<file path="config.mk">
export PLATFORM = sky130hd
export DESIGN_NAME = clock_power_mode_control
export DESIGN_NICKNAME = d
export VERILOG_FILES = /design/src/hdl/clkpwr_pkg.sv /design/src/hdl/osc_tick_if.sv /design/src/hdl/osc_sync.sv /design/src/hdl/periph_clk_gate.sv /design/src/hdl/clock_power_mode_control.sv
export SDC_FILE = /design/constraint.sdc
export NUM_CORES = 1
export LEC_CHECK = 0
export BUFFER_PORTS_ARGS = -buffer_cell sky130_fd_sc_hd__buf_2
export CAP_MARGIN = 30
export CORE_ASPECT_RATIO = 2
export CORE_MARGIN = 4
export CORE_UTILIZATION = 57
export DETAILED_ROUTE_END_ITERATION = 8
export PLACE_DENSITY = 0.81
export SLEW_MARGIN = 20
export SYNTH_ARGS = -nofsm -noshare
export SYNTH_HDL_FRONTEND = slang
export SYNTH_SLANG_ARGS = --single-unit
</file>
<file path="constraint.sdc">
create_clock -name sys_clk_i -period 7.05 [get_ports sys_clk_i]
set_input_delay 1.41 -clock sys_clk_i [delete_from_list [all_inputs] [get_ports sys_clk_i]]
set_output_delay 1.41 -clock sys_clk_i [all_outputs]
set_load 0.02 [all_outputs]
</file>
<file path="src/hdl/clkpwr_pkg.sv">
`default_nettype none
package clkpwr_pkg;
  // timing base
  localparam int unsigned SYS_CLK_HZ = 40_000_000;
  localparam int unsigned RC_HZ = 4_000_000;
  // rc start-up after power-down, least time, rounded up
  localparam int unsigned RC_START_NS = 60_000;
  localparam int unsigned RC_START_CYC =
    (RC_START_NS * (SYS_CLK_HZ / 1_000_000) + 999) / 1000;
  // flash start-up, counted in rc ticks, rounded up
  localparam int unsigned FLASH_START_NS = 100_000;
  localparam int unsigned FLASH_TICKS =
    (FLASH_START_NS * (RC_HZ / 1_000_000) + 999) / 1000;
  // oscillator cycles before execution resumes
  localparam int unsigned RESUME_TICKS = 4;
  localparam int unsigned MAIN_STABLE_TICKS = 4096;

  // register byte offsets
  localparam logic [7:0] OFS_CLK_SRC = 8'h00;
  localparam logic [7:0] OFS_PLL_CFG = 8'h04;
  localparam logic [7:0] OFS_PLL_CTRL = 8'h08;
  localparam logic [7:0] OFS_STATUS = 8'h0c;
  localparam logic [7:0] OFS_MAIN_OSC = 8'h10;
  localparam logic [7:0] OFS_PCONP = 8'h14;
  localparam logic [7:0] OFS_PCLK_DIV = 8'h18;
  localparam logic [7:0] OFS_CLK_DIV = 8'h1c;
  localparam logic [7:0] OFS_PWR_MODE = 8'h20;

  // field positions
  localparam int unsigned SRC_LSB = 0;
  localparam int unsigned WDOG_SEL_BIT = 2;
  localparam int unsigned PLL_N_LSB = 0;
  localparam int unsigned PLL_N_W = 8;
  localparam int unsigned PLL_M_LSB = 8;
  localparam int unsigned PLL_M_W = 15;
  localparam int unsigned PLL_EN_BIT = 0;
  localparam int unsigned PLL_CON_BIT = 1;
  localparam int unsigned CPU_DIV_LSB = 0;
  localparam int unsigned CPU_DIV_W = 8;
  localparam int unsigned USB_DIV_LSB = 8;
  localparam int unsigned USB_DIV_W = 4;
  localparam int unsigned MODE_LSB = 0;

  // reset values
  localparam logic [7:0] PLL_N_RST = 8'h00;
  localparam logic [14:0] PLL_M_RST = 15'h0000;
  localparam logic [7:0] CPU_DIV_RST = 8'h00;
  localparam logic [3:0] USB_DIV_RST = 4'h0;
  localparam logic [31:0] PCONP_RST = 32'hffff_ffff;

  typedef enum logic [1:0] {
    SRC_RC = 2'b00,
    SRC_MAIN = 2'b01,
    SRC_RTC = 2'b10
  } src_e;

  typedef enum logic [1:0] {
    PM_RUN = 2'b00,
    PM_IDLE = 2'b01,
    PM_SLEEP = 2'b10,
    PM_PDOWN = 2'b11
  } pmode_e;

  typedef enum logic [2:0] {
    ST_RUN = 3'b000,
    ST_IDLE = 3'b001,
    ST_SLEEP = 3'b010,
    ST_PDOWN = 3'b011,
    ST_RC_START = 3'b100,
    ST_RESUME = 3'b101
  } pstate_e;
endpackage
`default_nettype wire

</file>
<file path="src/hdl/osc_tick_if.sv">
`default_nettype none
// one-cycle ticks, one per rising edge of each oscillator
interface osc_tick_if;
  logic rc;
  logic main;
  logic rtc;
  modport src (output rc, output main, output rtc);
  modport dst (input rc, input main, input rtc);
endinterface
`default_nettype wire

</file>
<file path="src/hdl/osc_sync.sv">
`default_nettype none
module osc_sync (
  input wire logic sys_clk_i,
  input wire logic sys_rst_i,
  input wire logic internal_rc_osc_i,
  input wire logic main_osc_i,
  input wire logic rtc_osc_i,
  osc_tick_if.src ticks
);
  logic [2:0] meta;
  logic [2:0] stable;
  logic [2:0] last;

  // two flops per pin, then a third for the edge compare;
  // oscillators must stay below half of sys_clk_i
  always_ff @(posedge sys_clk_i or posedge sys_rst_i) begin
    if (sys_rst_i) begin
      meta <= 3'h0;
      stable <= 3'h0;
      last <= 3'h0;
    end else begin
      meta <= {rtc_osc_i, main_osc_i, internal_rc_osc_i};
      stable <= meta;
      last <= stable;
    end
  end

  assign ticks.rc = stable[0] & ~last[0];
  assign ticks.main = stable[1] & ~last[1];
  assign ticks.rtc = stable[2] & ~last[2];
endmodule
`default_nettype wire

</file>
<file path="src/hdl/periph_clk_gate.sv">
`default_nettype none
module periph_clk_gate #(
  parameter int unsigned DIV_W = 2
) (
  input wire logic sys_clk_i,
  input wire logic sys_rst_i,
  input wire logic base_tick_i,
  input wire logic enable_i,
  input wire logic [DIV_W-1:0] div_i,
  output logic pclk_tick_o
);
  logic [DIV_W-1:0] cnt;
  wire last_tick = (cnt >= div_i);

  // divide by div_i+1; a disabled peripheral gets no tick at all
  always_ff @(posedge sys_clk_i or posedge sys_rst_i) begin
    if (sys_rst_i) begin
      cnt <= '0;
      pclk_tick_o <= 1'b0;
    end else if (!enable_i) begin
      cnt <= '0;
      pclk_tick_o <= 1'b0;
    end else begin
      pclk_tick_o <= base_tick_i & last_tick;
      if (base_tick_i) begin
        cnt <= last_tick ? '0 : cnt + 1'b1;
      end
    end
  end
endmodule
`default_nettype wire

</file>
<file path="src/hdl/clock_power_mode_control.sv">
`default_nettype none
module clock_power_mode_control
  import clkpwr_pkg::*;
#(
  parameter int unsigned NPERIPH = 8,
  parameter int unsigned PDIV_W = 2
) (
  input wire logic sys_clk_i,
  input wire logic sys_rst_i,
  input wire logic [7:0] paddr_i,
  input wire logic psel_i,
  input wire logic penable_i,
  input wire logic pwrite_i,
  input wire logic [31:0] pwdata_i,
  output logic [31:0] prdata_o,
  output logic pready_o,
  output logic pslverr_o,
  input wire logic internal_rc_osc_i,
  input wire logic main_osc_i,
  input wire logic rtc_osc_i,
  input wire logic pll_lock_i,
  input wire logic irq_i,
  input wire logic wake_irq_i,
  output logic [1:0] pll_input_clock_sel_o,
  output logic pll_input_clock_tick_o,
  output logic cpu_clock_tick_o,
  output logic cpu_run_o,
  output logic pll_enable_o,
  output logic pll_connect_o,
  output logic [7:0] pll_div_n_o,
  output logic [14:0] pll_mul_m_o,
  output logic [7:0] cpu_clock_div_o,
  output logic [3:0] usb_clock_div_o,
  output logic watchdog_unit_tick_o,
  output logic [NPERIPH-1:0] periph_tick_o,
  output logic internal_rc_osc_out_en_o,
  output logic internal_rc_osc_power_o,
  output logic main_osc_en_o,
  output logic flash_power_o,
  output logic flash_ready_o
);
  osc_tick_if ticks ();

  osc_sync u_osc_sync (
    .sys_clk_i(sys_clk_i),
    .sys_rst_i(sys_rst_i),
    .internal_rc_osc_i(internal_rc_osc_i),
    .main_osc_i(main_osc_i),
    .rtc_osc_i(rtc_osc_i),
    .ticks(ticks.src)
  );

  // configuration state
  src_e src_req;
  src_e active_src;
  logic wdog_sel;
  logic [PLL_N_W-1:0] pll_n;
  logic [PLL_M_W-1:0] pll_m;
  logic pll_en;
  logic pll_con;
  logic main_en;
  logic [CPU_DIV_W-1:0] cpu_div;
  logic [USB_DIV_W-1:0] usb_div;
  logic [NPERIPH-1:0] pconp;
  logic [NPERIPH*PDIV_W-1:0] pclk_div;

  // mode and timers
  pstate_e state;
  logic [11:0] wake_cnt;
  logic [8:0] flash_cnt;
  logic flash_ready;
  logic [12:0] main_cnt;
  logic main_stable;
  logic [1:0] lock_sync;
  logic [1:0] wake_sync;

  // apb decode
  wire setup = psel_i & ~penable_i;
  wire access = psel_i & penable_i;
  wire hit_src = (paddr_i == OFS_CLK_SRC);
  wire hit_pcfg = (paddr_i == OFS_PLL_CFG);
  wire hit_pctl = (paddr_i == OFS_PLL_CTRL);
  wire hit_stat = (paddr_i == OFS_STATUS);
  wire hit_main = (paddr_i == OFS_MAIN_OSC);
  wire hit_pconp = (paddr_i == OFS_PCONP);
  wire hit_pdiv = (paddr_i == OFS_PCLK_DIV);
  wire hit_cdiv = (paddr_i == OFS_CLK_DIV);
  wire hit_mode = (paddr_i == OFS_PWR_MODE);
  wire mapped = hit_src | hit_pcfg | hit_pctl | hit_stat | hit_main |
    hit_pconp | hit_pdiv | hit_cdiv | hit_mode;
  wire wr = access & pwrite_i & mapped;

  // state decode
  wire in_run = (state == ST_RUN);
  wire clocks_on = in_run | (state == ST_IDLE);
  wire osc_off = (state == ST_SLEEP) | (state == ST_PDOWN);
  wire lock_s = lock_sync[1];
  wire wake_s = wake_sync[1];
  wire pll_live = pll_en & pll_con & lock_s;
  wire [1:0] req_mode = pwdata_i[MODE_LSB +: 2];
  wire mode_wr = wr & hit_mode & in_run;
  wire enter_sleep = mode_wr & (req_mode == PM_SLEEP);
  wire enter_pd = mode_wr & (req_mode == PM_PDOWN);
  wire src_legal = (pwdata_i[SRC_LSB +: 2] != 2'b11);

  // tick of the currently active pll input
  wire sel_tick = (active_src == SRC_MAIN) ? ticks.main :
    (active_src == SRC_RTC) ? ticks.rtc : ticks.rc;
  wire req_tick = (src_req == SRC_MAIN) ? ticks.main :
    (src_req == SRC_RTC) ? ticks.rtc : ticks.rc;
  // main is not usable until its wake-up timer expired
  wire switch_ok = (src_req != active_src) & req_tick &
    ((src_req != SRC_MAIN) | main_stable);

  // resume condition after sleep or rc start-up
  wire resume_done = (active_src == SRC_MAIN) ? main_stable :
    (wake_cnt == 12'(RESUME_TICKS));
  wire rc_started = (wake_cnt == 12'(RC_START_CYC - 1));

  wire [31:0] status_word = {23'h0, active_src, state, flash_ready,
    main_stable, pll_live, lock_s};
  wire [31:0] rd_mux =
    hit_src ? {29'h0, wdog_sel, src_req} :
    hit_pcfg ? {9'h0, pll_m, pll_n} :
    hit_pctl ? {30'h0, pll_con, pll_en} :
    hit_stat ? status_word :
    hit_main ? {31'h0, main_en} :
    hit_pconp ? 32'(pconp) :
    hit_pdiv ? 32'(pclk_div) :
    hit_cdiv ? {20'h0, usb_div, cpu_div} :
    32'h0;

  // answer in the access phase with no wait state
  assign pready_o = 1'b1;
  assign pslverr_o = access & ~mapped;

  // read data is captured during setup so it is a flop at access
  always_ff @(posedge sys_clk_i or posedge sys_rst_i) begin
    if (sys_rst_i) begin
      prdata_o <= 32'h0;
    end else if (setup) begin
      prdata_o <= pwrite_i ? 32'h0 : rd_mux;
    end
  end

  // level synchronisers for the analog lock and the clockless wake
  always_ff @(posedge sys_clk_i or posedge sys_rst_i) begin
    if (sys_rst_i) begin
      lock_sync <= 2'b00;
      wake_sync <= 2'b00;
    end else begin
      lock_sync <= {lock_sync[0], pll_lock_i};
      wake_sync <= {wake_sync[0], wake_irq_i};
    end
  end

  // software settings; sleep and power-down entry clear the pll enable,
  // connect and the cpu and usb dividers (pll n and m and the peripheral dividers are kept),
  // so a later write would not silently resurrect a stale setup
  always_ff @(posedge sys_clk_i or posedge sys_rst_i) begin
    if (sys_rst_i) begin
      src_req <= SRC_RC;
      active_src <= SRC_RC;
      wdog_sel <= 1'b0;
      pll_n <= PLL_N_RST;
      pll_m <= PLL_M_RST;
      pll_en <= 1'b0;
      pll_con <= 1'b0;
      main_en <= 1'b0;
      cpu_div <= CPU_DIV_RST;
      usb_div <= USB_DIV_RST;
      pconp <= PCONP_RST[NPERIPH-1:0];
      pclk_div <= '0;
    end else if (enter_sleep | enter_pd) begin
      pll_en <= 1'b0;
      pll_con <= 1'b0;
      cpu_div <= '0;
      usb_div <= '0;
      if (enter_pd) begin
        main_en <= 1'b0;
        src_req <= SRC_RC;
        active_src <= SRC_RC;
      end
    end else begin
      if (switch_ok) begin
        active_src <= src_req;
      end
      if (wr & hit_src) begin
        if (src_legal) begin
          src_req <= src_e'(pwdata_i[SRC_LSB +: 2]);
        end
        wdog_sel <= pwdata_i[WDOG_SEL_BIT];
      end
      if (wr & hit_pcfg) begin
        pll_n <= pwdata_i[PLL_N_LSB +: PLL_N_W];
        pll_m <= pwdata_i[PLL_M_LSB +: PLL_M_W];
      end
      if (wr & hit_pctl) begin
        pll_en <= pwdata_i[PLL_EN_BIT];
        pll_con <= pwdata_i[PLL_CON_BIT];
      end
      if (wr & hit_main) begin
        main_en <= pwdata_i[0];
      end
      if (wr & hit_pconp) begin
        pconp <= pwdata_i[NPERIPH-1:0];
      end
      if (wr & hit_pdiv) begin
        pclk_div <= pwdata_i[NPERIPH*PDIV_W-1:0];
      end
      if (wr & hit_cdiv) begin
        cpu_div <= pwdata_i[CPU_DIV_LSB +: CPU_DIV_W];
        usb_div <= pwdata_i[USB_DIV_LSB +: USB_DIV_W];
      end
    end
  end

  // power mode sequencer
  always_ff @(posedge sys_clk_i or posedge sys_rst_i) begin
    if (sys_rst_i) begin
      state <= ST_RUN;
      wake_cnt <= 12'h0;
    end else begin
      unique case (state)
        ST_RUN: begin
          wake_cnt <= 12'h0;
          if (mode_wr && req_mode == PM_IDLE) begin
            state <= ST_IDLE;
          end else if (enter_sleep) begin
            state <= ST_SLEEP;
          end else if (enter_pd) begin
            state <= ST_PDOWN;
          end
        end
        ST_IDLE: begin
          if (irq_i | wake_s) begin
            state <= ST_RUN;
          end
        end
        ST_SLEEP: begin
          if (wake_s) begin
            state <= ST_RESUME;
          end
        end
        ST_PDOWN: begin
          if (wake_s) begin
            state <= ST_RC_START;
          end
        end
        ST_RC_START: begin
          // counted on sys_clk_i since the rc is not yet running
          if (rc_started) begin
            state <= ST_RESUME;
            wake_cnt <= 12'h0;
          end else begin
            wake_cnt <= wake_cnt + 12'h1;
          end
        end
        ST_RESUME: begin
          if (resume_done) begin
            state <= ST_RUN;
          end else if (sel_tick) begin
            wake_cnt <= wake_cnt + 12'h1;
          end
        end
        default: begin
          state <= ST_RUN;
        end
      endcase
    end
  end

  // main oscillator wake-up timer, restarts whenever main stops
  always_ff @(posedge sys_clk_i or posedge sys_rst_i) begin
    if (sys_rst_i) begin
      main_cnt <= 13'h0;
      main_stable <= 1'b0;
    end else if (!main_osc_en_o) begin
      main_cnt <= 13'h0;
      main_stable <= 1'b0;
    end else if (!main_stable && ticks.main) begin
      main_cnt <= main_cnt + 13'h1;
      main_stable <= (main_cnt == 13'(MAIN_STABLE_TICKS - 1));
    end
  end

  // flash wake-up timer; restarts after reset and power-down
  always_ff @(posedge sys_clk_i or posedge sys_rst_i) begin
    if (sys_rst_i) begin
      flash_cnt <= 9'h0;
      flash_ready <= 1'b0;
    end else if (state == ST_PDOWN) begin
      flash_cnt <= 9'h0;
      flash_ready <= 1'b0;
    end else if (!flash_ready && ticks.rc) begin
      flash_cnt <= flash_cnt + 9'h1;
      flash_ready <= (flash_cnt == 9'(FLASH_TICKS - 1));
    end
  end

  // clock outputs are registered one-cycle ticks: a switch only
  // happens between whole ticks, so no pulse is ever shortened
  always_ff @(posedge sys_clk_i or posedge sys_rst_i) begin
    if (sys_rst_i) begin
      pll_input_clock_tick_o <= 1'b0;
      cpu_clock_tick_o <= 1'b0;
      watchdog_unit_tick_o <= 1'b0;
    end else begin
      pll_input_clock_tick_o <= sel_tick & clocks_on;
      cpu_clock_tick_o <= sel_tick & in_run & ~pll_live;
      watchdog_unit_tick_o <= wdog_sel ? ticks.rtc :
        (ticks.rc & internal_rc_osc_out_en_o);
    end
  end

  // per-peripheral gate and divider, fed while clocks run
  genvar gi;
  generate
    for (gi = 0; gi < NPERIPH; gi++) begin : g_pclk
      periph_clk_gate #(.DIV_W(PDIV_W)) u_gate (
        .sys_clk_i(sys_clk_i),
        .sys_rst_i(sys_rst_i),
        .base_tick_i(sel_tick & clocks_on),
        .enable_i(pconp[gi]),
        .div_i(pclk_div[gi*PDIV_W +: PDIV_W]),
        .pclk_tick_o(periph_tick_o[gi])
      );
    end
  endgenerate

  // analog controls, all decoded from registers
  assign pll_input_clock_sel_o = active_src;
  assign cpu_run_o = in_run;
  assign pll_enable_o = pll_en;
  assign pll_connect_o = pll_live;
  assign pll_div_n_o = pll_n;
  assign pll_mul_m_o = pll_m;
  assign cpu_clock_div_o = cpu_div;
  assign usb_clock_div_o = usb_div;
  assign internal_rc_osc_out_en_o = ~osc_off &
    (state != ST_RC_START);
  assign internal_rc_osc_power_o = (state != ST_PDOWN);
  assign main_osc_en_o = main_en & ~osc_off;
  assign flash_power_o = (state != ST_PDOWN);
  assign flash_ready_o = flash_ready;
endmodule
`default_nettype wire

</file>
* Yosys cells after proc, flatten, opt, wreduce, memory -nomap -nowiden *
Index checks and enable logic that the tools add are counted.

storage, ports and cells
  flip-flop bits (word level) = 178
  input port bits = 51
  output and inout port bits = 90
  word-level logic and storage cells = 276

operators by class
  $add $sub $neg = 11
  $lt $le $gt $ge = 8
  eq/ne operators = 47
  muxes and demuxes = 85
  bitwise logic cells = 58
  reduce and logical (&&, ||, !) cells = 24

operators with widths
  kind                   count
  $mux 16                5
  $mux 23                3
  $mux 2                 30
  $mux 12                4
  $and 1x1->1            37
  $pmux 12 s3            1
  $eq 8x5->1 const B     4
  $mux 13                2
  $mux 1                 25
  $mux 3                 8
  $ne 2x1->1 const B     11
  $mux 9                 2
  $pmux 3 s6             1
  $add 2x1->2 const B    8
  $eq 8x4->1 const B     2
  $ge 2x2->1             8
  $mux 8                 2
  $ne 2x2->1 const B     8
  $reduce_bool 2->1      7
  $add 13x1->13 const B  1
  $eq 13x12->1 const B   1
  $or 1x1->1             13
  $add 12x1->12 const B  1
  $eq 12x12->1 const B   1
  other kinds (24)       48

* Depth between registers and ports, before layout *
Gate-level depths: netlist of the first run.

  depth in word-level cells = 17
  gate-level depth with buffers = 8
  depth with buffers taken out = 7

* Modules after synthesis *
Synthesis of the first run repeated with hierarchy kept, for this count alone.

unflattened totals
  cells, all modules = 801
  area, all modules = 8498.2 sq um

by module, submodules not included
  module                    times used  cells each  area each (sq um)  seq. area each (sq um)
  clock_power_mode_control  1           628         6596.3             3413.3
  periph_clk_gate           8           20          203.9              75.1
  osc_sync                  1           13          270.3              225.2

* Worst setup path before layout of the first run *
Ideal clock, no wire load.

  path type = input -> output
  start point = in paddr_i[2]
  end point = out pslverr_o
  data arrival time = 2.675 ns
  data required time = 5.640 ns
  setup slack = 2.965 ns
  cell stages on the path = 5
  buffers on the path = 3
  cell sequence = buf_2 clkbuf_1 clkbuf_1 o31ai_1 a21oi_1

on the way
  longest elaborated chain between the ends = 11
  elaborated cells between the ends (all ways) = 19
  those cells by class = 8 x eq/ne; 10 x bitwise; 1 x reduce/logical

ends and longest elaborated chain
  element                                        line                                                            source
  start: declaration                             clock_power_mode_control.sv:10                                  input wire logic [7:0] paddr_i,
  $eq 8x3->1 or $logic_not 8->1 (tied branches)  clock_power_mode_control.sv:81, clock_power_mode_control.sv:80
  $or 1x1->1 (5 in a row)                        clock_power_mode_control.sv:89                                  wire mapped = hit_src | hit_pcfg | hit_pctl | hit_stat | hit_main |
  $or 1x1->1 (2 in a row)                        clock_power_mode_control.sv:90                                  hit_pconp | hit_pdiv | hit_cdiv | hit_mode;
  $or 1x1->1 *                                   clock_power_mode_control.sv:90
  $not 1->1 *                                    clock_power_mode_control.sv:135                                 assign pslverr_o = access & ~mapped;
  $and 1x1->1 *                                  clock_power_mode_control.sv:135
  end: declaration                               clock_power_mode_control.sv:17                                  output logic pslverr_o,

Every way passes the cells marked *; elsewhere a longest branch is shown, timed or not.

* Worst setup path after layout of the first run *
Ends and elaborated chain as after synthesis.

==> Flow_metrics.wiki, run 1 <==
{| class="wikitable"
! Metric !! Value
|-
| Share of cell area taken by muxes after synthesis || 0.07739
|-
| Routed wire length || 20,820 µm
|-
| Logic gate share of total power || 0.132
|-
| Half-perimeter wire length of the detailed placement result || 14,760 µm
|-
| WS Path Type || in -> out
|-
| Total global-route track usage || 0.2561
|-
| Switching power of the nets || 683.9 µW
|-
| Inserted Diodes || 0
|-
| Routed length per instance || 19.18 µm
|-
| Number of distinct library cells after synthesis || 70
|-
| Clk_skew || 0.01313 ns
|-
| Clock edge transition at the registers on the reported setup and hold paths || 0.07 ns
|-
| Mean post-synth cell area || 10.58 µm²
|-
| Largest driver fanout on the critical path || 37
|-
| TritonCTS Buffers || 17
|-
| Final weighted congestion in routability-driven placement || 0.8726
|-
| Complex-gate fraction of the synthesized area || 0.1314
|-
| Rel. slew slack || 0.3499
|-
| Final Net Count || 952
|-
| Floorplan die width || 93.30 µm
|-
| Area of the mapped netlist || 8294 µm²
|-
| End-of-flow core utilization || 0.6668
|-
| Clock latency on the worst-skew pair || 0.43 ns
|-
| Dominant register cell in the synthesized netlist || sky130_fd_sc_hd__dfrtp_1
|-
| Part of the power in registers || 0.447
|-
| Number of hold buffers added after CTS || 0
|-
| Crit share post-route || 0.5559
|-
| Area inside the core boundary || 14,350 µm²
|-
| Cell seen most often among critical-path stages || sky130_fd_sc_hd__buf_2
|-
| Router iterations before antenna repair || 4
|-
| Number of antenna violations at the first check in global routing || 0
|-
| Non-Filler Cell Area, Final || 9569 µm²
|-
| Worst path arrival time || 2.51 ns
|-
| Die area || 16,660 µm²
|-
| Sequence of cells on the critical path || buf_2 -> o31ai_1 -> a21oi_1 -> buf_2
|-
| Synthesized instance count || 784
|-
| Placement row count || 62
|-
| Portion of the post-synthesis area used by sequential elements || 0.5111
|-
| Sw Share || 0.2812
|-
| Clock power frac || 0.421
|-
| Asr flop ratio synth || 1.000
|-
| Initial Utilization || 0.5779
|-
| Total number of vias || 6,480
|-
| Yosys warnings || 0
|-
| Leakage Power || 0.004586 µW
|-
| Port-buffer cells || 121
|-
| Clock tree root buffer cell || sky130_fd_sc_hd__clkbuf_16
|-
| Largest net degree at the start of global routing || 105
|-
| Area after DPL || 8895 µm²
|-
| Setup repair after global routing missed its margin || false
|-
| Sinks on Clock Net || 169
|-
| Slowest Stage Delay on Critical Path || 0.59 ns
|-
| Cell Int Power || 1748 µW
|-
| Via count of the first global-routing pass || 6,395
|-
| Final count of hold timing violations || 0
|-
| # Post-CTS Setup Buffers || 0
|-
| Wire length of the first global-routing pass || 32,820 µm
|-
| Outcome || finished clean
|-
| Post-synthesis simple-gate area fraction || 0.1779
|-
| Slowest stage cell on the critical path || sky130_fd_sc_hd__buf_2
|-
| Max-capacitance violation count || 0
|-
| Overflow after GRT || 0
|-
| Maximum number of buffers from clock root to sink || 2
|-
| Tightest Hold Check Type || reg -> reg
|-
| Slew at the pin closest to its max-slew limit || 0.9716 ns
|-
| Endpoint type of the worst setup path || output pin
|-
| Max Clk Rate || 0.2552 GHz
|-
| Total Neg Setup Slack || 0 ns
|-
| Post-DR vias/cell || 5.972
|-
| Total setup violations reported at the end of the flow || 0
|-
| Main combinational cell family by area after synthesis || simple AND/OR/NAND/NOR gates
|-
| Type of element launching the critical path || input port
|-
| Shortest period the worst path allows || 3.919 ns
|-
| Number of nets still failing antenna checks after routing || 0
|-
| Number of levels in the clock H-tree || 4
|-
| Adder and majority cell fraction of the synthesized area || 0.03017
|-
| Number of synthesized flops with an enable pin || 0
|-
| Required time worst endpoint || 5.64 ns
|-
| Final number of max-transition violations || 0
|-
| Chip Height || 178.6 µm
|-
| Peak ir drop on the vdd network || 0.1820 mV
|-
| Power density over the cells || 254.1 nW/µm²
|-
| Number of register bits inferred by synthesis || 169
|-
| Area share of xor/xnor cells in the synthesized design || 0.01901
|-
| Filler Cell Count || 1,094
|-
| I/O pin count || 141
|-
| DRC violation count after routing || 0
|-
| Area overhead of the layout relative to synthesis || 15.37%
|-
| Clock tree from TritonCTS || yes
|-
| Layout cells sized above 1 || 0.2531
|-
| First DRT Iteration DRCs || 384
|-
| Total of cells resized after clock tree synthesis || 0
|}
-- cells in the mapped netlist (4+ instances only) --
cell | instances | share of area
sky130_fd_sc_hd__a22o_1 | 16 | 0.017
sky130_fd_sc_hd__nor3b_1 | 12 | 0.011
sky130_fd_sc_hd__a21boi_1 | 9 | 0.0081
sky130_fd_sc_hd__a21boi_0 | 7 | 0.0063
sky130_fd_sc_hd__a22oi_1 | 13 | 0.012
sky130_fd_sc_hd__nand2b_1 | 17 | 0.013
sky130_fd_sc_hd__nor2_1 | 44 | 0.020
sky130_fd_sc_hd__ha_1 | 20 | 0.030
sky130_fd_sc_hd__a221o_1 | 6 | 0.0072
sky130_fd_sc_hd__mux2i_1 | 9 | 0.011
sky130_fd_sc_hd__nand3_1 | 39 | 0.024
sky130_fd_sc_hd__nor4_1 | 4 | 0.0030
sky130_fd_sc_hd__xor2_1 | 12 | 0.013
sky130_fd_sc_hd__or3_1 | 5 | 0.0038
sky130_fd_sc_hd__o21ai_0 | 39 | 0.024
sky130_fd_sc_hd__nor2b_1 | 9 | 0.0068
sky130_fd_sc_hd__o21ai_1 | 7 | 0.0042
sky130_fd_sc_hd__inv_1 | 30 | 0.014
sky130_fd_sc_hd__dfstp_2 | 8 | 0.025
sky130_fd_sc_hd__o31ai_1 | 6 | 0.0054
sky130_fd_sc_hd__nor3_1 | 6 | 0.0036
sky130_fd_sc_hd__mux2_2 | 46 | 0.062
sky130_fd_sc_hd__a21oi_1 | 19 | 0.011
sky130_fd_sc_hd__buf_2 | 19 | 0.011
sky130_fd_sc_hd__and3_1 | 9 | 0.0068
sky130_fd_sc_hd__and2_1 | 12 | 0.0091
sky130_fd_sc_hd__xnor2_1 | 6 | 0.0063
sky130_fd_sc_hd__dfrtp_1 | 161 | 0.49
sky130_fd_sc_hd__clkbuf_1 | 12 | 0.0054
sky130_fd_sc_hd__nand2_1 | 85 | 0.038
sky130_fd_sc_hd__nand4b_1 | 8 | 0.0084
sky130_fd_sc_hd__buf_4 | 21 | 0.019
sky130_fd_sc_hd__nand4_1 | 10 | 0.0075
-- cells by family (layout without fill, tap and decap cells) --
kind of cell | after synthesis | after routing
adders and majority gates | 20 | 20
buffers and inverters | 86 | 187
other | 2 | 10
muxes | 57 | 57
DFF | 169 | 169
AOI/OAI and AO/OA | 153 | 153
and+or+nand+nor | 279 | 279
xor gates and xnor gates | 18 | 18
-- layout make-up --
type | instances | area [µm²] | area share
Clock buffer | 18 | 439.2 | 0.04589
Clock inverter | 13 | 207.7 | 0.02170
Inverter | 31 | 121.4 | 0.01268
Multi-Input combinational cell | 537 | 3659 | 0.3823
Sequential cell | 169 | 4239 | 0.4430
Tap cell | 192 | 240.2 | 0.02510
Timing Repair Buffer | 125 | 663.1 | 0.06930
-- cell usage in the layout (no fill, tap or decap), types with 4 or more instances in the layout --
| master | count |
|---|---|
| sky130_fd_sc_hd__a221o_1 | 6 |
| sky130_fd_sc_hd__mux2i_1 | 9 |
| sky130_fd_sc_hd__a22oi_1 | 13 |
| sky130_fd_sc_hd__nand2b_1 | 17 |
| sky130_fd_sc_hd__buf_2 | 121 |
| sky130_fd_sc_hd__xor2_1 | 12 |
| sky130_fd_sc_hd__o31ai_1 | 6 |
| sky130_fd_sc_hd__o21ai_1 | 7 |
| sky130_fd_sc_hd__nand4_1 | 10 |
| sky130_fd_sc_hd__conb_1 | 10 |
| sky130_fd_sc_hd__nand4b_1 | 8 |
| sky130_fd_sc_hd__nor2b_1 | 9 |
| sky130_fd_sc_hd__inv_6 | 5 |
| sky130_fd_sc_hd__nand3_1 | 39 |
| sky130_fd_sc_hd__dfrtp_1 | 161 |
| sky130_fd_sc_hd__nand2_1 | 85 |
| sky130_fd_sc_hd__bufinv_16 | 4 |
| sky130_fd_sc_hd__dfstp_2 | 8 |
| sky130_fd_sc_hd__a21boi_0 | 7 |
| sky130_fd_sc_hd__a21oi_1 | 19 |
| sky130_fd_sc_hd__and3_1 | 9 |
| sky130_fd_sc_hd__or3_1 | 5 |
| sky130_fd_sc_hd__nor3_1 | 6 |
| sky130_fd_sc_hd__clkbuf_16 | 17 |
| sky130_fd_sc_hd__xnor2_1 | 6 |
| sky130_fd_sc_hd__and2_1 | 12 |
| sky130_fd_sc_hd__o21ai_0 | 39 |
| sky130_fd_sc_hd__inv_1 | 29 |
| sky130_fd_sc_hd__nor2_1 | 44 |
| sky130_fd_sc_hd__mux2_2 | 46 |
| sky130_fd_sc_hd__ha_1 | 20 |
| sky130_fd_sc_hd__a22o_1 | 16 |
| sky130_fd_sc_hd__nor3b_1 | 12 |
| sky130_fd_sc_hd__a21boi_1 | 9 |
-- critical path, delay by kind of cell --
kind,cells,cell delay [ns]
compound gates,2,0.31
buf+inv,2,0.76
-- per-stage QoR --
stage          hold WS (ns)  setup WS, ns  std cells  total power, µW
3_5_place_dp         0.3358         2.896       1053             1420
3_3_place_gp         0.3337         2.897       1052             1412
2_1_floorplan        0.3312         1.078        792             1335
4_1_cts              0.3513         3.150       1084             2436
6_report             0.3480         3.131       1085             2432
5_1_grt              0.3543         3.042       1085             2521
-- state kept, by name, indices dropped and copies added, names as in the netlist, 3 cells and up --
register,cells
u_osc_sync.meta,3
pll_div_n_o,8
g_pclk.u_gate.cnt,16
usb_clock_div_o,4
main_cnt,13
pconp,8
pll_mul_m_o,15
flash_cnt,9
u_osc_sync.last,3
cpu_clock_div_o,8
u_osc_sync.stable,3
state,3
wake_cnt,12
g_pclk.u_gate.pclk_tick_o,8
pclk_div,16
prdata_o,23
-- worst paths after layout --
check	endpoint	startpoint	slack, ns	cells past startpoint
max	pslverr_o	paddr_i[2]	3.13	4
min	wake_sync[1]	wake_sync[0]	0.35	0
max reg2reg	g_pclk[2].u_gate.cnt[1]	pll_input_clock_sel_o[1]	4.40	6
min reg2reg	wake_sync[1]	wake_sync[0]	0.35	0
max in group asynchronous	prdata_o[1]	sys_rst_i	4.92	3
min in group asynchronous	g_pclk[3].u_gate.cnt[0]	sys_rst_i	0.97	2
-- power by group through the flow --
stage / clock network [µW] / registers, µW / logic, µW
floorplan: 0 / 1080 / 254
global placement: 0 / 1100 / 312
detailed placement: 0 / 1100 / 318
CTS: 1030 / 1080 / 320
global route: 1070 / 1090 / 358
finish: 1020 / 1090 / 321
-- metal layers --
layer  track usage  part of all wire  up-vias
li1              -                 -     2966
met1        0.2928              0.36     3192
met2        0.4410              0.53      261
met3       0.04390             0.059       61
met4        0.1541             0.058        0
met5             0                 0        -
Power figures use the tool's default switching activity.
==> run 2, diff against run 1 <==
Clock period 7.05 ns to 3.9 ns, I/O delays scaled along.
==> run 2 against run 1 <==
Effect of this change:
- setup slack worse by 2.1 ns
- via count up 1.0%
- utilization down 0.22 points
- largest cell class unchanged
- largest power group unchanged
==> Flow_metrics.wiki, run 2 (synthesis gave the netlist of run 1 again) <==
{| class="wikitable"
! Metric !! Value
|-
| Power density over the cells || 444.6 nW/µm²
|-
| Router iterations before antenna repair || 5
|-
| Wire length of the first global-routing pass || 33,370 µm
|-
| Number of antenna violations at the first check in global routing || 2
|-
| Total global-route track usage || 0.2586
|-
| I/O pin count || 141
|-
| Regs by FF count || prdata_o: 23 flops, g_pclk.u_gate.cnt: 16 flops, pclk_div: 16 flops
|-
| Largest net degree at the start of global routing || 94
|-
| Number of levels in the clock H-tree || 4
|-
| Number of flip-flops in the largest register || 23
|-
| Initial Utilization || 0.5779
|-
| Number of cells in the design after placement || 1,058
|-
| Reg-to-reg endpoint || wake_cnt[9]
|-
| Max-capacitance violation count || 0
|-
| Number of nets still failing antenna checks after routing || 0
|-
| Outcome || finished clean
|-
| Top Layer Used || met5
|-
| Via count of the first global-routing pass || 6,461
|-
| Maximum number of buffers from clock root to sink || 2
|-
| Crit path launch || state[1]
|-
| End-of-flow core utilization || 0.6646
|-
| Sinks on Clock Net || 169
|-
| Rel. slew slack || 0.4148
|-
| Area inside the core boundary || 14,350 µm²
|-
| Final weighted congestion in routability-driven placement || 0.8884
|-
| Clock edge transition at the registers on the reported setup and hold paths || 0.07 ns
|-
| Highest-count cells in the layout ignoring fill and taps || 161 x sky130_fd_sc_hd__dfrtp_1, 121 x sky130_fd_sc_hd__buf_2, 85 x sky130_fd_sc_hd__nand2_1
|-
| Total setup violations reported at the end of the flow || 0
|-
| # Post-CTS Setup Buffers || 0
|-
| Final number of max-transition violations || 0
|-
| Beginning of the worst register-to-register path || wake_cnt[0]
|-
| Total Neg Setup Slack || 0 ns
|-
| DRC violation count after routing || 0
|-
| WS Path Type || reg -> out
|-
| Port-buffer cells || 121
|-
| Crit share post-route || 0.7421
|-
| Chip Height || 178.6 µm
|-
| Non-filler instance count after layout || 1,090
|-
| Detailed-routed wire length on met3 || 1208 µm
|-
| Max Clk Rate || 0.3455 GHz
|-
| Worst path arrival time || 2.11 ns
|-
| Peak ir drop on the vdd network || 0.3275 mV
|-
| Die area || 16,660 µm²
|-
| Final total power || 4241 µW
|-
| Worst setup path end || main_osc_en_o
|-
| Setup repair after global routing missed its margin || false
|-
| Post-DR vias/cell || 6.005
|-
| Tightest Hold Check Type || reg -> reg
|-
| Total number of vias || 6,545
|-
| Type of element launching the critical path || flip-flop
|-
| Total of cells resized after clock tree synthesis || 0
|-
| Clock latency on the worst-skew pair || 0.42 ns
|-
| Clock tree from TritonCTS || yes
|-
| Final count of hold timing violations || 0
|-
| Filler Cell Count || 1,099
|-
| Largest register by flop count || prdata_o
|-
| Shortest period the worst path allows || 2.894 ns
|-
| R2r setup slk || 1.35 ns
|-
| Total routed wire length on the met1 layer || 7545 µm
|-
| Routed wire length || 20,870 µm
|-
| Placement row count || 62
|-
| Floorplan die width || 93.30 µm
|-
| Required time worst endpoint || 3.12 ns
|-
| Half-perimeter wire length of the detailed placement result || 14,830 µm
|-
| Routed wl met2 || 11,340 µm
|-
| Largest driver fanout on the critical path || 15
|-
| Number of cells on the worst reg-to-reg path || 7
|-
| Final Net Count || 956
|-
| Leading cell type in the layout, fill and taps excluded || sky130_fd_sc_hd__dfrtp_1
|-
| Slew at the pin closest to its max-slew limit || 0.8757 ns
|-
| Area overhead of the layout relative to synthesis || 14.99%
|-
| Layout cells sized above 1 || 0.2564
|-
| Overflow after GRT || 0
|-
| Routed length per instance || 19.15 µm
|-
| First DRT Iteration DRCs || 479
|-
| Clk_skew || 0.01302 ns
|-
| Clock tree root buffer cell || sky130_fd_sc_hd__clkbuf_16
|-
| Endpoint type of the worst setup path || output pin
|-
| TritonCTS Buffers || 17
|-
| Leakage Power || 0.004569 µW
|-
| Number of hold buffers added after CTS || 0
|}
[run 2: worst min-delay path by stage]
stage / slack [ns] / start / depth (start not counted) / end
after floorplan: 0.33 / lock_sync[0] / 0 / lock_sync[1]
after global placement: 0.33 / lock_sync[0] / 0 / lock_sync[1]
after detailed placement: 0.34 / lock_sync[0] / 0 / lock_sync[1]
after CTS: 0.35 / lock_sync[0] / 0 / lock_sync[1]
after global routing: 0.36 / lock_sync[0] / 0 / lock_sync[1]
final: 0.35 / lock_sync[0] / 0 / lock_sync[1]
[run 2: layout make-up]
type | count | area [µm²] | share of cell area
Sequential cell | 169 | 4239 | 0.4444
Tap cell | 192 | 240.2 | 0.02519
Multi-Input combinational cell | 537 | 3659 | 0.3836
Clock inverter | 14 | 161.4 | 0.01692
Timing Repair Buffer | 129 | 690.7 | 0.07241
Antenna cell | 1 | 2.502 | 0.0002624
Inverter | 31 | 120.1 | 0.01259
Clock buffer | 17 | 425.4 | 0.04460
[run 2: where the power goes]
group	leakage, µW	internal [µW]	switching, µW
Combinational	0.00201	213	367
Clock	0.000282	959	737
Sequential	0.00227	1840	123
[run 2: layer usage]
metal / track usage / vias up
li1: - / 2970
met1: 0.2961 / 3264
met2: 0.4631 / 253
met3: 0.04306 / 56
met4: 0.1205 / 2
met5: 0 / -
[run 2: metrics by stage]
step                worst slack [ns]  hold slack, ns  instance area [µm²]
global placement              0.9525          0.3315                 8949
detailed placement            0.9742          0.3378                 8949
CTS                            1.010          0.3523                 9535
global route                  0.8669          0.3552                 9535
finish                         1.006          0.3520                 9538
floorplan                     0.9718          0.3312                 8328
[run 2: critical path, cell delays in order (launching register included)]
cell,delay (ns)
sky130_fd_sc_hd__dfrtp_1,0.58
sky130_fd_sc_hd__nor2b_1,0.36
sky130_fd_sc_hd__nand2b_1,0.51
sky130_fd_sc_hd__inv_1,0.08
sky130_fd_sc_hd__buf_2,0.17
==> run 3, diff against run 2 <==
Settings changed: ABC_AREA set to 1, PLACE_DENSITY 0.81 to 0.8.
Clock period 3.9 ns to 2.8 ns, I/O delays scaled along.
==> run 3 against run 2 <==
Effect of this change:
- global-route usage increased by 1.6 points
- critical path depth grew 4
- total power rose by 32%
- clock power rose by 44%
- sequential cell count stayed put
- routed wire length is 8.2% higher
- register-to-register slack lost 0.53 ns
- design area grew 5.2%
- final cell count up 25%
- hold slack got worse by 0.15 ns
==> Flow_metrics.wiki, run 3 <==
{| class="wikitable"
! Metric !! Value
|-
| Filler Cell Count || 1,178
|-
| Via count of the first global-routing pass || 7,537
|-
| Clk_skew || 0.008160 ns
|-
| Setup repair after global routing missed its margin || false
|-
| Chip Height || 182.6 µm
|-
| Initial Utilization || 0.5832
|-
| Slew at the pin closest to its max-slew limit || 0.7954 ns
|-
| Met2 layer usage reported by global route || 0.4962
|-
| Max Clk Rate || 0.3951 GHz
|-
| Crit share post-route || 0.9039
|-
| Cell with the most instances after synthesis || sky130_fd_sc_hd__nand2_1
|-
| Number of distinct library cells after synthesis || 46
|-
| Maximum number of buffers from clock root to sink || 2
|-
| Mean post-synth cell area || 8.443 µm²
|-
| Routed length per instance || 16.63 µm
|-
| Synthesized instance count || 1,029
|-
| Router iterations before antenna repair || 5
|-
| Endpoint type of the worst setup path || output pin
|-
| Rel. slew slack || 0.4692
|-
| Floorplan die width || 95.30 µm
|-
| Final total power || 5582 µW
|-
| DRC violation count after routing || 0
|-
| Peak ir drop on the vdd network || 0.4415 mV
|-
| Area inside the core boundary || 14,900 µm²
|-
| Power density over the cells || 556.5 nW/µm²
|-
| Crit path launch || state[1]
|-
| Met3 track utilization from global routing || 0.04538
|-
| Highest-count cells in the layout ignoring fill and taps || 252 x sky130_fd_sc_hd__nand2_1, 161 x sky130_fd_sc_hd__dfrtp_1, 123 x sky130_fd_sc_hd__inv_1
|-
| WS Path Type || reg -> out
|-
| Leading cell type in the layout, fill and taps excluded || sky130_fd_sc_hd__nand2_1
|-
| Port-buffer cells || 121
|-
| Largest driver fanout on the critical path || 8
|-
| Number of nets still failing antenna checks after routing || 0
|-
| Outcome || finished clean
|-
| Total of cells resized after clock tree synthesis || 0
|-
| Clock edge transition at the registers on the reported setup and hold paths || 0.06 ns
|-
| Number of synthesized flops with an enable pin || 0
|-
| Regs by FF count || prdata_o: 23 flops, g_pclk.u_gate.cnt: 16 flops, pclk_div: 16 flops
|-
| Reg-to-reg endpoint || wake_cnt[4]
|-
| Final number of max-transition violations || 0
|-
| Largest cells by area after synthesis || sky130_fd_sc_hd__dfrtp_1 46%, sky130_fd_sc_hd__nand2_1 11%, sky130_fd_sc_hd__inv_1 5.4%
|-
| Final Net Count || 1,221
|-
| Yosys warnings || 0
|-
| Area overhead of the layout relative to synthesis || 15.45%
|-
| Worst hold slack after final layout || 0.2056 ns
|-
| Asr flop ratio synth || 1.000
|-
| Worst path arrival time || 1.97 ns
|-
| Placement row count || 63
|-
| Clock tree root buffer cell || sky130_fd_sc_hd__clkbuf_16
|-
| First DRT Iteration DRCs || 530
|-
| Top cells by instance count after synthesis || 252 x sky130_fd_sc_hd__nand2_1, 161 x sky130_fd_sc_hd__dfrtp_1, 124 x sky130_fd_sc_hd__inv_1, 81 x sky130_fd_sc_hd__nand3_1, 62 x sky130_fd_sc_hd__nor2_1
|-
| R2r setup slk || 0.82 ns
|-
| I/O pin count || 141
|-
| Type of element launching the critical path || flip-flop
|-
| Total global-route track usage || 0.2746
|-
| Gr busiest metal || met2
|-
| # Post-CTS Setup Buffers || 0
|-
| Wire length of the first global-routing pass || 36,420 µm
|-
| Dominant register cell in the synthesized netlist || sky130_fd_sc_hd__dfrtp_1
|-
| Portion of synthesized cell area occupied by the leading cell type || 0.4637
|-
| Shortest period the worst path allows || 2.531 ns
|-
| Inserted Diodes || 0
|-
| End-of-flow core utilization || 0.6733
|-
| Total number of vias || 7,506
|-
| Max-capacitance violation count || 0
|-
| Total setup violations reported at the end of the flow || 0
|-
| Overflow after GRT || 0
|-
| Final weighted congestion in routability-driven placement || 0.9318
|-
| Number of levels in the clock H-tree || 4
|-
| Final count of hold timing violations || 0
|-
| Top cell type by total area after synthesis || sky130_fd_sc_hd__dfrtp_1
|-
| Portion of the post-synthesis area used by sequential elements || 0.4879
|-
| Clock tree from TritonCTS || yes
|-
| Post-DR vias/cell || 5.527
|-
| Total Neg Setup Slack || 0 ns
|-
| Clock latency on the worst-skew pair || 0.43 ns
|-
| Met1 layer usage reported by global route || 0.2855
|-
| Layout cells sized above 1 || 0.2158
|-
| Tightest Hold Check Type || in -> async
|-
| Number of register bits inferred by synthesis || 169
|-
| Routed wire length || 22,590 µm
|-
| Number of antenna violations at the first check in global routing || 0
|-
| Beginning of the worst register-to-register path || wake_cnt[0]
|-
| Die area || 17,400 µm²
|-
| Leakage Power || 0.005248 µW
|-
| Area of the mapped netlist || 8688 µm²
|-
| Required time worst endpoint || 2.24 ns
|-
| Number of hold buffers added after CTS || 0
|-
| Number of cells on the worst reg-to-reg path || 9
|-
| Number of flip-flops in the largest register || 23
|-
| Largest net degree at the start of global routing || 45
|-
| Half-perimeter wire length of the detailed placement result || 17,150 µm
|-
| TritonCTS Buffers || 17
|-
| Sinks on Clock Net || 169
|-
| Largest register by flop count || prdata_o
|}
==> run 3: cell types whose count changed in the layout (fill, tap and decap cells not counted), sizes merged, moves of 19 or more <==
cell	previous run	this run
a21oi	19	40
inv	37	135
mux2	47	3
nand2	85	267
nand2b	19	0
nand3	40	85
nor2	44	76
nor3	6	25
o21ai	46	79
==> run 3: how the worst max path moves through the flow <==
stage                                          end  slack, ns  depth (start not counted)
after floorplan                 cpu_clock_div_o[0]       0.09                          1
final                     internal_rc_osc_out_en_o       0.27                          8
after CTS                 internal_rc_osc_out_en_o       0.26                          8
after global placement                prdata_o[20]       0.51                          9
after detailed placement              prdata_o[20]       0.45                          9
after global routing      internal_rc_osc_out_en_o       0.12                          8
==> run 3: area by class of cell <==
class	instances	area, µm²	share of cell area
Clock buffer	19	452.9	0.04515
Clock inverter	13	165.2	0.01646
Inverter	134	509.2	0.05077
Multi-Input combinational cell	691	3657	0.3646
Sequential cell	169	4239	0.4226
Tap cell	195	244.0	0.02432
Timing Repair Buffer	137	763.2	0.07609
==> run 3: metrics by stage <==
stage	instance area [µm²]	setup slack, ns	std cells
4_1_cts	10030	0.2625	1358
6_report	10030	0.2691	1358
3_3_place_gp	9413	0.5079	1326
5_1_grt	10030	0.1220	1358
2_1_floorplan	8722	0.09180	1037
3_5_place_dp	9413	0.4518	1326
==> run 3: logic make-up (layout without fill, tap and decap cells) <==
group | after synthesis | in the layout | synth area share
AND/OR/NAND/NOR | 486 | 486 | 0.2556
buffers and inverters | 177 | 303 | 0.09461
flip-flops | 169 | 169 | 0.4879
AO/OA/AOI/OAI | 158 | 158 | 0.1142
adder cells (fa/ha/maj) | 20 | 20 | 0.02880
XOR/XNOR | 14 | 14 | 0.01411
multiplexers | 3 | 3 | 0.003888
other | 2 | 10 | 0.0008644
==> run 3: routing by layer <==
metal | part of all wire | routed length (µm)
met1 | 0.34 | 7641
met2 | 0.55 | 12460
met3 | 0.048 | 1088
met4 | 0.062 | 1393
met5 | 0 | 0
==> run 3: worst max-delay path, cell delays in order, from the launching register on <==
cell and delay (ns):
sky130_fd_sc_hd__dfrtp_1 0.54, sky130_fd_sc_hd__nor2_1 0.10, sky130_fd_sc_hd__inv_1 0.09, sky130_fd_sc_hd__nor2_1 0.04, sky130_fd_sc_hd__buf_4 0.15, sky130_fd_sc_hd__inv_1 0.13
sky130_fd_sc_hd__nand2_1 0.10, sky130_fd_sc_hd__nor2_1 0.19, sky130_fd_sc_hd__buf_2 0.21
==> run 3: where the power goes <==
| part | leakage, µW | switching, µW | internal [µW] |
|---|---|---|---|
| Sequential | 0.00226 | 59.9 | 2510 |
| Clock | 0.000292 | 989 | 1460 |
| Combinational | 0.00270 | 416 | 153 |
| Total | 0.00525 | 1470 | 4120 |
